File: src/icr_defines.svh
`ifndef ICR_DEFINES_SVH
`define ICR_DEFINES_SVH

// ****************************************************************
// bus geometry
// ****************************************************************
`define ICR_ADDR_W         6
`define ICR_DATA_W         16

// ****************************************************************
// coefficient addresses
// ****************************************************************
`define ICR_ADDR_FIRST     6'h0d
`define ICR_ADDR_TONE1_FRQ 6'h0d
`define ICR_ADDR_TONE1_AMP 6'h0e
`define ICR_ADDR_TONE1_PHS 6'h0f
`define ICR_ADDR_TONE2_FRQ 6'h10
`define ICR_ADDR_TONE2_AMP 6'h11
`define ICR_ADDR_TONE2_PHS 6'h12
`define ICR_ADDR_RING_OFS  6'h13
`define ICR_ADDR_RING_FRQ  6'h14
`define ICR_ADDR_RING_AMP  6'h15
`define ICR_ADDR_RING_PHS  6'h16
`define ICR_ADDR_MTR_RAMP  6'h17
`define ICR_ADDR_MTR_AMP   6'h18
`define ICR_ADDR_MTR_FRQ   6'h19
`define ICR_ADDR_RX_GAIN   6'h1a
`define ICR_ADDR_TX_GAIN   6'h1b
`define ICR_ADDR_LC_UPPER  6'h1c
`define ICR_ADDR_RT_THR    6'h1d
`define ICR_ADDR_CM_LOW    6'h1e
`define ICR_ADDR_CM_HIGH   6'h1f
`define ICR_ADDR_ALARM_A   6'h20
`define ICR_ADDR_ALARM_B   6'h21
`define ICR_ADDR_ALARM_C   6'h22
`define ICR_ADDR_LC_FILT   6'h23
`define ICR_ADDR_RT_FILT   6'h24
`define ICR_ADDR_POLE_A    6'h25
`define ICR_ADDR_POLE_B    6'h26
`define ICR_ADDR_POLE_C    6'h27
`define ICR_ADDR_RING_BIAS 6'h28
`define ICR_ADDR_OVERHEAD  6'h29
`define ICR_ADDR_RSVD      6'h2a
`define ICR_ADDR_LC_LOWER  6'h2b
`define ICR_ADDR_LAST      6'h2b
`define ICR_ADDR_STATUS    6'h2c
`define ICR_ADDR_CTRL      6'h2d

// ****************************************************************
// field widths, scales and reset values
// ****************************************************************
`define ICR_THR_W          6
`define ICR_ALARM_W        8
`define ICR_FILT_W         13
`define ICR_BIAS_W         4
`define ICR_GAIN_W         12
`define ICR_OFS_W          6
`define ICR_OFS_HV_W       8
`define ICR_OFS_HV_STEP    8'h03
`define ICR_GAIN_FRAC      10
`define ICR_GAIN_UNITY     12'h400
`define ICR_CTRL_RST       8'h00

`endif

File: src/icr_pkg.sv
package icr_pkg;

   // tone generator coefficient set
   typedef struct packed {
      logic [15:0] freq;
      logic [15:0] amp;
      logic [15:0] phase;
   } icr_osc_t;

   // ringing generator coefficient set
   typedef struct packed {
      logic [5:0]  dc_offset;
      logic [15:0] freq;
      logic [15:0] amp;
      logic [15:0] phase;
   } icr_ring_t;

   // pulse metering coefficient set
   typedef struct packed {
      logic [15:0] ramp;
      logic [15:0] amp;
      logic [15:0] freq;
   } icr_meter_t;

   // line control fields
   typedef struct packed {
      logic [5:0]  lc_upper;
      logic [5:0]  lc_lower;
      logic [5:0]  ring_trip;
      logic [5:0]  cm_low;
      logic [5:0]  cm_high;
      logic [7:0]  alarm_a;
      logic [7:0]  alarm_b;
      logic [7:0]  alarm_c;
      logic [12:0] lc_filter;
      logic [12:0] rt_filter;
      logic [12:0] pole_a;
      logic [12:0] pole_b;
      logic [12:0] pole_c;
      logic [3:0]  ring_bias;
      logic [3:0]  overhead;
   } icr_line_t;

   // control register layout
   typedef struct packed {
      logic overhead_range_select;
      logic lc_hyst_en;
      logic tx_gain_en;
      logic rx_gain_en;
      logic meter_en;
      logic ring_en;
      logic tone_two_en;
      logic tone_one_en;
   } icr_ctrl_t;

   // coefficient groups fully written since reset
   typedef struct packed {
      logic line;
      logic tx_gain;
      logic rx_gain;
      logic meter;
      logic ring;
      logic tone_two;
      logic tone_one;
   } icr_ready_t;

endpackage

File: src/icr_bank.sv
// Function
// - contents undefined after reset; write before use
// - oscillator and gain coefficients are two's complement
// - receive sample multiplied by twelve-bit gain
// - transmit sample scaled by same-scale gain
// - ringing dc offset, 1.5 V per code
// - tone generators use addresses 13-15, 16-18
// - ringing uses addresses 19, 20, 21, 22
// - metering uses addresses 23, 24, 25
// - line fields sized six, eight, thirteen, four
// - loop closure threshold with optional hysteresis
// - common-mode thresholds widen line-feed bandwidth
`include "icr_defines.svh"

module icr_bank #(
   parameter int SAMPLE_W = 16
) (
   // clock and reset
   input  wire logic                        sys_clk,
   input  wire logic                        rst_b,
   // register port
   input  wire logic [`ICR_ADDR_W-1:0]      reg_addr,
   input  wire logic [`ICR_DATA_W-1:0]      reg_wdata,
   input  wire logic                        reg_wr,
   input  wire logic                        reg_rd,
   output logic      [`ICR_DATA_W-1:0]      reg_rdata,
   // coefficient sets to generators
   output icr_pkg::icr_osc_t                tone_one_coef,
   output icr_pkg::icr_osc_t                tone_two_coef,
   output icr_pkg::icr_ring_t               ring_coef,
   output logic      [`ICR_OFS_HV_W-1:0]    ring_offset_halfvolt,
   output icr_pkg::icr_meter_t              meter_coef,
   output icr_pkg::icr_line_t               line_coef,
   output icr_pkg::icr_ctrl_t               func_enable,
   output icr_pkg::icr_ready_t              coef_ready,
   // receive gain path
   input  wire logic signed [SAMPLE_W-1:0]  rx_raw,
   input  wire logic                        rx_raw_valid,
   output logic signed      [SAMPLE_W-1:0]  rx_scaled,
   output logic                             rx_scaled_valid,
   // transmit gain path
   input  wire logic signed [SAMPLE_W-1:0]  tx_raw,
   input  wire logic                        tx_raw_valid,
   output logic signed      [SAMPLE_W-1:0]  tx_scaled,
   output logic                             tx_scaled_valid,
   // line measurements and detector results
   input  wire logic        [5:0]           loop_current,
   input  wire logic signed [6:0]           cm_level,
   output logic                             loop_closed,
   output logic                             cm_speedup
);

   // ****************************************************************
   // elaboration checks
   // ****************************************************************
   if (SAMPLE_W < 8 || SAMPLE_W > 24) begin : g_bad_width
      $error("icr_bank: SAMPLE_W must lie in 8..24");
   end

   // ****************************************************************
   // helpers
   // ****************************************************************
   // address lands on a storable coefficient slot
   function automatic logic icr_is_coef(input logic [`ICR_ADDR_W-1:0] a);
      return a >= `ICR_ADDR_FIRST && a <= `ICR_ADDR_LAST && a != `ICR_ADDR_RSVD;
   endfunction

   // signed multiply by gain, drop fraction, saturate
   function automatic logic signed [SAMPLE_W-1:0] icr_scale(
      input logic signed [SAMPLE_W-1:0]      s,
      input logic signed [`ICR_GAIN_W-1:0]   g
   );
      logic signed [SAMPLE_W+`ICR_GAIN_W-1:0] prod;
      logic signed [SAMPLE_W+`ICR_GAIN_W-1:0] shf;
      prod = s * g;
      shf  = prod >>> `ICR_GAIN_FRAC;
      if (&shf[SAMPLE_W+`ICR_GAIN_W-1:SAMPLE_W-1] || ~|shf[SAMPLE_W+`ICR_GAIN_W-1:SAMPLE_W-1])
         return shf[SAMPLE_W-1:0];
      else if (shf[SAMPLE_W+`ICR_GAIN_W-1])
         return {1'b1, {(SAMPLE_W-1){1'b0}}};
      else
         return {1'b0, {(SAMPLE_W-1){1'b1}}};
   endfunction

   // ****************************************************************
   // state
   // ****************************************************************
   logic [`ICR_DATA_W-1:0]   coef_mem_r [`ICR_ADDR_FIRST:`ICR_ADDR_LAST];
   logic [`ICR_ADDR_LAST:`ICR_ADDR_FIRST] written_r, written_nxt;
   icr_pkg::icr_ctrl_t       ctrl_r, ctrl_nxt;
   logic [`ICR_DATA_W-1:0]   rdata_r, rdata_nxt;
   logic [`ICR_OFS_HV_W-1:0] ofs_hv_r, ofs_hv_nxt;
   logic signed [SAMPLE_W-1:0] rx_r, rx_nxt, tx_r, tx_nxt;
   logic                     rx_v_r, rx_v_nxt, tx_v_r, tx_v_nxt;
   logic                     lc_r, lc_nxt, cm_r, cm_nxt;
   icr_pkg::icr_ready_t      ready;
   logic signed [`ICR_GAIN_W-1:0] rx_gain, tx_gain;
   logic signed [7:0]        cm_hi_s, cm_lo_s;

   // ****************************************************************
   // coefficient storage
   // ****************************************************************
   // no reset on the array: contents are undefined until written
   always_ff @(posedge sys_clk) begin
      if (reg_wr && icr_is_coef(reg_addr)) begin
         coef_mem_r[reg_addr] <= reg_wdata; // all sixteen bits kept
      end
   end

   // ****************************************************************
   // register port and written tracking
   // ****************************************************************
   // next values for bus, control and written flags
   always_comb begin
      written_nxt = written_r;
      ctrl_nxt    = ctrl_r;
      rdata_nxt   = '0;
      if (reg_wr && icr_is_coef(reg_addr)) begin
         written_nxt[reg_addr] = 1'b1;
      end
      if (reg_wr && reg_addr == `ICR_ADDR_CTRL) begin
         ctrl_nxt = reg_wdata[7:0];
      end
      if (reg_rd) begin
         if (icr_is_coef(reg_addr)) begin
            rdata_nxt = coef_mem_r[reg_addr];
         end else if (reg_addr == `ICR_ADDR_STATUS) begin
            rdata_nxt = {9'h000, ready};
         end else if (reg_addr == `ICR_ADDR_CTRL) begin
            rdata_nxt = {8'h00, ctrl_r};
         end
      end
   end

   // register bus, control and written flags
   always_ff @(posedge sys_clk or negedge rst_b) begin
      if (!rst_b) begin
         written_r <= '0;
         ctrl_r    <= `ICR_CTRL_RST;
         rdata_r   <= '0;
      end else begin
         written_r <= written_nxt;
         ctrl_r    <= ctrl_nxt;
         rdata_r   <= rdata_nxt;
      end
   end

   // group readiness from written flags
   assign ready.tone_one = &written_r[`ICR_ADDR_TONE1_PHS:`ICR_ADDR_TONE1_FRQ];
   assign ready.tone_two = &written_r[`ICR_ADDR_TONE2_PHS:`ICR_ADDR_TONE2_FRQ];
   assign ready.ring     = &written_r[`ICR_ADDR_RING_PHS:`ICR_ADDR_RING_OFS];
   assign ready.meter    = &written_r[`ICR_ADDR_MTR_FRQ:`ICR_ADDR_MTR_RAMP];
   assign ready.rx_gain  = written_r[`ICR_ADDR_RX_GAIN];
   assign ready.tx_gain  = written_r[`ICR_ADDR_TX_GAIN];
   assign ready.line     = &written_r[`ICR_ADDR_OVERHEAD:`ICR_ADDR_LC_UPPER]
                           & written_r[`ICR_ADDR_LC_LOWER];

   // tone, ring, meter and gain functions run only once their coefficients hold defined values; hysteresis and range select pass straight through
   assign func_enable.tone_one_en = ctrl_r.tone_one_en & ready.tone_one;
   assign func_enable.tone_two_en = ctrl_r.tone_two_en & ready.tone_two;
   assign func_enable.ring_en     = ctrl_r.ring_en & ready.ring;
   assign func_enable.meter_en    = ctrl_r.meter_en & ready.meter;
   assign func_enable.rx_gain_en  = ctrl_r.rx_gain_en & ready.rx_gain;
   assign func_enable.tx_gain_en  = ctrl_r.tx_gain_en & ready.tx_gain;
   assign func_enable.lc_hyst_en  = ctrl_r.lc_hyst_en;
   assign func_enable.overhead_range_select = ctrl_r.overhead_range_select;
   assign coef_ready = ready;
   assign reg_rdata  = rdata_r;

   // ****************************************************************
   // coefficient fan-out
   // ****************************************************************
   // oscillator sets
   assign tone_one_coef = {coef_mem_r[`ICR_ADDR_TONE1_FRQ], coef_mem_r[`ICR_ADDR_TONE1_AMP],
                           coef_mem_r[`ICR_ADDR_TONE1_PHS]};
   assign tone_two_coef = {coef_mem_r[`ICR_ADDR_TONE2_FRQ], coef_mem_r[`ICR_ADDR_TONE2_AMP],
                           coef_mem_r[`ICR_ADDR_TONE2_PHS]};
   assign ring_coef     = {coef_mem_r[`ICR_ADDR_RING_OFS][`ICR_OFS_W-1:0],
                           coef_mem_r[`ICR_ADDR_RING_FRQ], coef_mem_r[`ICR_ADDR_RING_AMP],
                           coef_mem_r[`ICR_ADDR_RING_PHS]};
   assign meter_coef    = {coef_mem_r[`ICR_ADDR_MTR_RAMP], coef_mem_r[`ICR_ADDR_MTR_AMP],
                           coef_mem_r[`ICR_ADDR_MTR_FRQ]};

   // line-control fields cut to their defined widths
   assign line_coef.lc_upper  = coef_mem_r[`ICR_ADDR_LC_UPPER][`ICR_THR_W-1:0];
   assign line_coef.lc_lower  = coef_mem_r[`ICR_ADDR_LC_LOWER][`ICR_THR_W-1:0];
   assign line_coef.ring_trip = coef_mem_r[`ICR_ADDR_RT_THR][`ICR_THR_W-1:0];
   assign line_coef.cm_low    = coef_mem_r[`ICR_ADDR_CM_LOW][`ICR_THR_W-1:0];
   assign line_coef.cm_high   = coef_mem_r[`ICR_ADDR_CM_HIGH][`ICR_THR_W-1:0];
   assign line_coef.alarm_a   = coef_mem_r[`ICR_ADDR_ALARM_A][`ICR_ALARM_W-1:0];
   assign line_coef.alarm_b   = coef_mem_r[`ICR_ADDR_ALARM_B][`ICR_ALARM_W-1:0];
   assign line_coef.alarm_c   = coef_mem_r[`ICR_ADDR_ALARM_C][`ICR_ALARM_W-1:0];
   assign line_coef.lc_filter = coef_mem_r[`ICR_ADDR_LC_FILT][`ICR_FILT_W-1:0];
   assign line_coef.rt_filter = coef_mem_r[`ICR_ADDR_RT_FILT][`ICR_FILT_W-1:0];
   assign line_coef.pole_a    = coef_mem_r[`ICR_ADDR_POLE_A][`ICR_FILT_W-1:0];
   assign line_coef.pole_b    = coef_mem_r[`ICR_ADDR_POLE_B][`ICR_FILT_W-1:0];
   assign line_coef.pole_c    = coef_mem_r[`ICR_ADDR_POLE_C][`ICR_FILT_W-1:0];
   assign line_coef.ring_bias = coef_mem_r[`ICR_ADDR_RING_BIAS][`ICR_BIAS_W-1:0];
   assign line_coef.overhead  = coef_mem_r[`ICR_ADDR_OVERHEAD][`ICR_BIAS_W-1:0];

   // gain fields, signed
   assign rx_gain = coef_mem_r[`ICR_ADDR_RX_GAIN][`ICR_GAIN_W-1:0];
   assign tx_gain = coef_mem_r[`ICR_ADDR_TX_GAIN][`ICR_GAIN_W-1:0];

   // common-mode thresholds as signed limits
   assign cm_hi_s = $signed({2'b00, line_coef.cm_high});
   assign cm_lo_s = -$signed({2'b00, line_coef.cm_low});

   // ****************************************************************
   // datapath: gain, offset, detectors
   // ****************************************************************
   // next values of the scaled samples and detector flags
   always_comb begin
      rx_nxt     = rx_r;
      tx_nxt     = tx_r;
      rx_v_nxt   = rx_raw_valid;
      tx_v_nxt   = tx_raw_valid;
      ofs_hv_nxt = {2'b00, ring_coef.dc_offset} * `ICR_OFS_HV_STEP;
      lc_nxt     = lc_r;
      if (rx_raw_valid) begin
         rx_nxt = func_enable.rx_gain_en ? icr_scale(rx_raw, rx_gain) : rx_raw;
      end
      if (tx_raw_valid) begin
         tx_nxt = func_enable.tx_gain_en ? icr_scale(tx_raw, tx_gain) : tx_raw;
      end
      if (!ctrl_r.lc_hyst_en) begin
         lc_nxt = loop_current > line_coef.lc_upper;
      end else if (loop_current > line_coef.lc_upper) begin
         lc_nxt = 1'b1;
      end else if (loop_current < line_coef.lc_lower) begin
         lc_nxt = 1'b0;
      end
      cm_nxt = ($signed({cm_level[6], cm_level}) > cm_hi_s) ||
               ($signed({cm_level[6], cm_level}) < cm_lo_s);
   end

   // datapath registers
   always_ff @(posedge sys_clk or negedge rst_b) begin
      if (!rst_b) begin
         rx_r     <= '0;
         tx_r     <= '0;
         rx_v_r   <= 1'b0;
         tx_v_r   <= 1'b0;
         ofs_hv_r <= '0;
         lc_r     <= 1'b0;
         cm_r     <= 1'b0;
      end else begin
         rx_r     <= rx_nxt;
         tx_r     <= tx_nxt;
         rx_v_r   <= rx_v_nxt;
         tx_v_r   <= tx_v_nxt;
         ofs_hv_r <= ofs_hv_nxt;
         lc_r     <= lc_nxt;
         cm_r     <= cm_nxt;
      end
   end

   assign rx_scaled            = rx_r;
   assign rx_scaled_valid      = rx_v_r;
   assign tx_scaled            = tx_r;
   assign tx_scaled_valid      = tx_v_r;
   assign ring_offset_halfvolt = ofs_hv_r;
   assign loop_closed          = lc_r;
   assign cm_speedup           = cm_r;

   // ****************************************************************
   // assertions
   // ****************************************************************
   AST_READBACK_FULL:
   assert property (@(posedge sys_clk) disable iff (!rst_b)
      (reg_wr && reg_addr == `ICR_ADDR_TONE1_FRQ) ##1
      (reg_rd && !reg_wr && reg_addr == `ICR_ADDR_TONE1_FRQ)
      |=> reg_rdata == $past(reg_wdata, 2))
      else $error("coefficient readback differs from written word");

   AST_TONE_TWO_FREQ:
   assert property (@(posedge sys_clk) disable iff (!rst_b)
      reg_wr && reg_addr == `ICR_ADDR_TONE2_FRQ |=> tone_two_coef.freq == $past(reg_wdata))
      else $error("tone two frequency not taken from its register");

   AST_RING_AMP:
   assert property (@(posedge sys_clk) disable iff (!rst_b)
      reg_wr && reg_addr == `ICR_ADDR_RING_AMP |=> ring_coef.amp == $past(reg_wdata))
      else $error("ringing amplitude not taken from its register");

   AST_METER_RAMP:
   assert property (@(posedge sys_clk) disable iff (!rst_b)
      reg_wr && reg_addr == `ICR_ADDR_MTR_RAMP |=> meter_coef.ramp == $past(reg_wdata))
      else $error("metering ramp not taken from its register");

   AST_ALARM_WIDTH:
   assert property (@(posedge sys_clk) disable iff (!rst_b)
      reg_wr && reg_addr == `ICR_ADDR_ALARM_A
      |=> line_coef.alarm_a == $past(reg_wdata[7:0]))
      else $error("power alarm field wrong width or value");

   AST_RING_OFFSET:
   assert property (@(posedge sys_clk) disable iff (!rst_b)
      reg_wr && reg_addr == `ICR_ADDR_RING_OFS
      |=> ##1 ring_offset_halfvolt == 8'($past(reg_wdata[5:0], 2) * 3))
      else $error("ringing offset not three half volts per code");

   AST_RX_MUTE:
   assert property (@(posedge sys_clk) disable iff (!rst_b)
      rx_raw_valid && func_enable.rx_gain_en && rx_gain == 12'h000
      |=> rx_scaled_valid && rx_scaled == '0)
      else $error("zero receive gain does not mute");

   AST_TX_UNITY:
   assert property (@(posedge sys_clk) disable iff (!rst_b)
      tx_raw_valid && func_enable.tx_gain_en && tx_gain == 12'h400
      |=> tx_scaled_valid && tx_scaled == $past(tx_raw))
      else $error("unity transmit gain alters sample");

   AST_SIGNED_GAIN:
   assert property (@(posedge sys_clk) disable iff (!rst_b)
      rx_raw_valid && func_enable.rx_gain_en && rx_gain == 12'hc00
      && rx_raw == 16'sh0100 |=> rx_scaled == 16'shff00)
      else $error("negative gain not treated as two's complement");

   AST_LOOP_CLOSE:
   assert property (@(posedge sys_clk) disable iff (!rst_b)
      loop_current > line_coef.lc_upper |=> loop_closed)
      else $error("loop closure missed above upper threshold");

   AST_LOOP_HYST:
   assert property (@(posedge sys_clk) disable iff (!rst_b)
      ctrl_r.lc_hyst_en && loop_closed && loop_current >= line_coef.lc_lower
      && loop_current <= line_coef.lc_upper |=> loop_closed)
      else $error("hysteresis released loop closure too early");

   AST_CM_SPEEDUP:
   assert property (@(posedge sys_clk) disable iff (!rst_b)
      $signed({cm_level[6], cm_level}) > cm_hi_s |=> cm_speedup)
      else $error("common-mode speed-up missed above high threshold");

   AST_GATED_ENABLE:
   assert property (@(posedge sys_clk) disable iff (!rst_b)
      func_enable.tone_one_en |-> coef_ready.tone_one)
      else $error("tone enabled before its coefficients were written");

endmodule

File: config.mk
export PLATFORM = sky130hd
export DESIGN_NAME = icr_bank
export DESIGN_NICKNAME = d
export VERILOG_FILES = /design/src/icr_pkg.sv /design/src/icr_bank.sv
export VERILOG_INCLUDE_DIRS = /design/src
export SDC_FILE = /design/constraint.sdc
export NUM_CORES = 2
export LEC_CHECK = 0
export BUFFER_PORTS_ARGS = -buffer_cell sky130_fd_sc_hd__buf_2
export CAP_MARGIN = 30
export CELL_PAD_IN_SITES_DETAIL_PLACEMENT = 0
export CELL_PAD_IN_SITES_GLOBAL_PLACEMENT = 2
export CORE_MARGIN = 2
export CORE_UTILIZATION = 43
export DETAILED_ROUTE_END_ITERATION = 7
export HOLD_SLACK_MARGIN = 0.06
export PLACE_DENSITY_LB_ADDON = 0.1
export SKIP_CTS_REPAIR_TIMING = 1
export SYNTH_ARGS = -nofsm -noshare
export SYNTH_HDL_FRONTEND = slang
export SYNTH_SLANG_ARGS = --single-unit
File: constraint.sdc
create_clock -name sys_clk -period 6.55 [get_ports sys_clk]
set_input_delay 0.3275 -clock sys_clk [delete_from_list [all_inputs] [get_ports sys_clk]]
set_output_delay 0.3275 -clock sys_clk [all_outputs]
set_load 0.02 [all_outputs]
# Word level (Yosys, flattened, before mapping)
# Memories as Yosys holds them, arrays and structs flattened.
# Cells that the tools add are included.
[totals] reg_bits=99 ramBits=496 out_inout_bits=400 word_cells=78 mem_count=1
[mem_list] memory="coef_mem_r" depth=31 word_bits=16 rd=31 rd_ports_with_merged_regs=0 write_ports=1 line="icr_bank.sv:88" text="logic [`ICR_DATA_W-1:0] coef_mem_r [`ICR_ADDR_FIRST:`ICR_ADDR_LAST];"
[op_classes] addsub=1 mul=3 order_cmp=8 eq_ne=4 n_mux=17 n_bitwise=8 n_reduce_logical=19
[ops] op="two-way mux 16 bit" count=8
[ops] op="multiplier 16 x 12 -> 28 bit" count=2
[ops] op="bitwise OR 31 bit" count=1
[ops] op="two-way mux 8 bit" count=2
[ops] op="AND reduction 3 bit" count=5
[ops] op="AND reduction 14 bit" count=1
[ops] op="equality test 6 bit (second input constant)" count=2
[ops] op="< comparator 7 x 8 -> 1 bit" count=1
[ops] op="multiplier 6 x 2 -> 8 bit (second input constant)" count=1
[ops] op="negator 6 -> 8 bit" count=1
[ops] op="bitwise AND 1 bit" count=7
[ops] op="greater-than comparator 7 bit" count=1
[ops] op="< comparator 6 x 7 -> 1 bit (second input constant)" count=1
[ops] op="demux 1 bit (select 6 bit)" count=1
[ops] op=">= comparator 6 x 1 -> 1 bit (second input constant)" count=1
[ops] op=">= comparator 6 x 4 -> 1 bit (second input constant)" count=1
[ops] op="greater-than comparator 6 bit" count=1
[ops] op="less-or-equal comparator 6 bit (second input constant)" count=1
[ops] op="< comparator 6 bit" count=1
[ops] op="two-way mux 1 bit" count=6
[ops] op="inequality test 6 bit (second input constant)" count=1
[ops] op="OR reduction 3 bit" count=2
[ops] op="logical AND 1 bit" count=5
[ops] op="AND reduction 4 bit" count=1
[ops] op="other kinds (3)" count=6

# Longest topological paths before layout
# An unclocked memory read counts as a cell.
[depth] depth_word=7 mapped_depth=25

# Worst setup path before layout
# No wires, ideal clock.
[synth_path] path_type="register to register" start="mem coef_mem_r[26][0] (netlist bit)" end="reg rx_r[10] (netlist: rx_scaled[10])" setup_ns=0.104 arrival_time_ns=5.746 t_required_ns=6.446 slack_ns=0.700 stages_incl_launch_ff=25 path_buffers=3 synth_period_minus_slack_ns=5.850 cell_sequence="edfxtp_1 -> clkbuf_1 -> nand2_1 -> fa_1 -> inv_1 -> ha_1 -> inv_1 -> fa_1 -> inv_1 -> fa_1 -> inv_1 -> fa_1 -> inv_1 -> ha_1 -> clkbuf_1 -> a21oi_1 -> o21ai_0 -> nor2_1 -> a31oi_1 -> a221o_1 -> xor2_1 -> a21o_1 -> buf_2 -> nand2_1 -> a221oi_1"
[synth_lines] item="start: declaration" line="icr_bank.sv:88"
[synth_lines] item="end signal: assignment" line="icr_bank.sv:248" text="rx_r <= rx_nxt;"
[synth_lines] item="end: declaration" line="icr_bank.sv:93" text="logic signed [SAMPLE_W-1:0] rx_r, rx_nxt, tx_r, tx_nxt;"

==> out/metrics.yaml <==
holdWs_ps: 50.5
hold_class: "primary input to flop"
ioPinCount: 473
core_area_sq_um: 115000
end_kind: "flop"
wirelength_um: 151000
ys_top_cells_by_area: "edfxtp_1, fa_1, mux4_2, dfrtp_1, ha_1"
cp_num_buf_inv: 6
clockRootBuffer: "clkbuf_16"
criticalPathCategory: "flop to flop"
path_cells: "buf_4 > and2_1 > fa_1 > inv_1 > fa_1 > inv_1 > fa_1 > inv_1 > fa_1 > inv_1 > fa_1 > ha_1 > a2111oi_0 > o21ai_0 > or4_1 > a21o_1 > a211oi_2 > nor2_2 > buf_4 > a21oi_2"
grtUsageTotal_pct: 25.7
worstPathMaxFanout: 10
hold_viol: 0
synth_edf_count: 802
nNetsFinal: 4796
dr.pass1.iters: 5
required_ps: 7150
fin_crit_ps: 6330
start_util_pct: 43.5
cts_made_buffers: 98
place.gp.congestion: 0.817
dp.cells: 5615
final_core_util_pct: 51.2
setup_viol: 0
synth_area_per_cell_sq_um: 14.3
antenna_found_initial: 16
stdcell_count: 5823
portBuffers: 472
slowest_stage: "fa_1"
total_power_uw: 18700
cts_buffer_depth: 3
leakage_uw: 0.0244
ys_ff_latch: 900
synth_most_common_cell: "edfxtp_1"
slowest_delay_ps: 620
drive_above_1_share_pct: 24.7
grt-ovfl-total: 0
ys_types: 71
syn_inst: 3483
status: "finished clean"
critPathLaunchType: "flop"
fillers: 10100
yosys.area_share.simple_pct: 6.72
clock_skew_ps: 34.4
synthArstFlopShare_pct: 10.9
ant_nets: 0
powerDensity_nw_per_um2: 317
vias_per_cell: 5.20
period_share_pct: 96.6
die-area_sq_um: 119000
cp_top_family: "adder cells"
grt_pass1_wl_um: 217000
die_h_um: 345
synth_largest_area_cell: "edfxtp_1"
clk_pin_slew_worst_paths_ps: 60
slew_headroom_pct: 35.5
tns_ps: 0
area_growth_pct: 17.8
peakVddDrop_uv: 362
grt_setup_unrepaired: "false"
hpwl_um: 110000
ys_seq_area_share_pct: 53.2
yosys.area.top_type_share_pct: 48.3
timing.fmax_ghz: 0.158
grt_max_degree: 122
die-width_um: 345
drt_iter0_drc: 2495
rows: 124
clock_sinks: 900
cp_common_cell: "fa_1"
netlist_top_cells_count: "edfxtp_1, inv_1, fa_1, nand2_1, mux4_2"
drc: 0
critPathArrivalTime_ps: 6920
ys.flop_type: "edfxtp_1"
clk_latency_ps: 700
synth_mux_area_share_pct: 11.0
cts_tree: "built"
grt_pass1_vias: 31000
vias: 30300
wl_per_cell_um: 25.9
drv_slew: 0
cts_max_level: 3
synth_compound_area_share_pct: 3.62
max_cap_viol_count: 0
synth_adder_area_share_pct: 17.8
synth-xor-area-share_pct: 0.983
yosys_warnings: 0
synth_top_family_by_area: "adder cells"
tightest_slew_ps: 967
synth_area_sq_um: 49900
final cells by class:
class	instances	area (sq um)	area share, %
diodes	3	7.51	0.0128
clock buffers	123	2610	4.44
clock inverters	59	749	1.28
inverters	448	1680	2.86
multi-input cells	2158	21400	36.4
flip-flops and latches	900	26500	45.2
well taps	1512	1890	3.22
repair buffers	620	3920	6.68
state kept, by name, summed over array words and instances (netlist names):
signal and count:
cm_speedup 1, coef_mem_r 802, ctrl_r 6, func_enable 2, loop_closed 1, reg_rdata 16
ring_offset_halfvolt 8, rx_scaled 16, rx_scaled_valid 1, tx_scaled 16, tx_scaled_valid 1, written_r 30
logic make-up after synthesis:
family,count (synthesis)
AO/OA/AOI/OAI,265
XOR/XNOR,56
adder cells (fa/ha/maj),497
buffers and inverters,746
flip-flops,900
multiplexers,298
other,1
AND/OR/NAND/NOR,720
layer usage:
metal	share of wire, %	up-vias	GRT usage [%]	wire [um]
li1	-	13200	-	-
met1	41	15900	34.5	61700
met2	50	1007	43.2	75200
met3	7.1	189	5.12	10700
met5	0.023	-	0	35
met4	2.2	6	5.93	3350
worst paths after layout:
kind | startpoint | end | slack, ps | cells after the start
max in group asynchronous | rst_b | written_r[14]$_DFFE_PN0P_ | 5090 | 3
min reg2reg | written_r[22]$_DFFE_PN0P_ | written_r[22]$_DFFE_PN0P_ | 460 | 1
max reg2reg | coef_mem_r[27][8]$_DFFE_PP_ | tx_scaled[14]$_DFFE_PN0P_ | 220 | 20
min | tx_raw_valid | tx_scaled_valid$_DFF_PN0_ | 50 | 1
max | coef_mem_r[27][8]$_DFFE_PP_ | tx_scaled[14]$_DFFE_PN0P_ | 220 | 20
min in group asynchronous | rst_b | ring_offset_halfvolt[0]$_DFF_PN0_ | 190 | 2
metrics by stage:
| stage | instance area (sq um) | setup slack (ps) |
|---|---|---|
| 2_1_floorplan | 51100 | 700 |
| 3_3_place_gp | 54700 | 208 |
| 3_5_place_dp | 55200 | 80.1 |
| 4_1_cts | 58500 | 47.9 |
| 5_1_grt | 58800 | 12.8 |
| 6_report | 58800 | 225 |
power breakdown:
group	leakage, uW	internal [uW]	switching, uW
Clock	0.00161	3350	2380
Sequential	0.00868	6530	99.8
Combinational	0.0141	2670	3610
Total	0.0244	12600	6100
cell usage in the layout (no fill, tap or decap), drive strengths merged, types with 14 or more instances in the layout:
cell | netlist | routed
nor2b | 14 | 14
xor2 | 18 | 18
edfxtp | 802 | 802
conb | 1 | 322
mux2 | 23 | 23
a22oi | 27 | 27
ha | 144 | 144
fa | 353 | 353
a21o | 18 | 18
nand2b | 17 | 17
a221oi | 18 | 18
a211oi | 20 | 20
o21ai | 54 | 54
or2 | 35 | 35
a21oi | 61 | 61
clkbuf | 111 | 123
xnor2 | 38 | 38
nand4 | 17 | 17
nand2 | 327 | 327
mux2i | 78 | 78
nand3 | 18 | 18
clkinv | 1 | 41
nor2 | 132 | 132
dfrtp | 98 | 98
mux4 | 197 | 197
inv | 447 | 447
and2 | 119 | 119
buf | 187 | 614
Power figures use the tool's default switching activity.
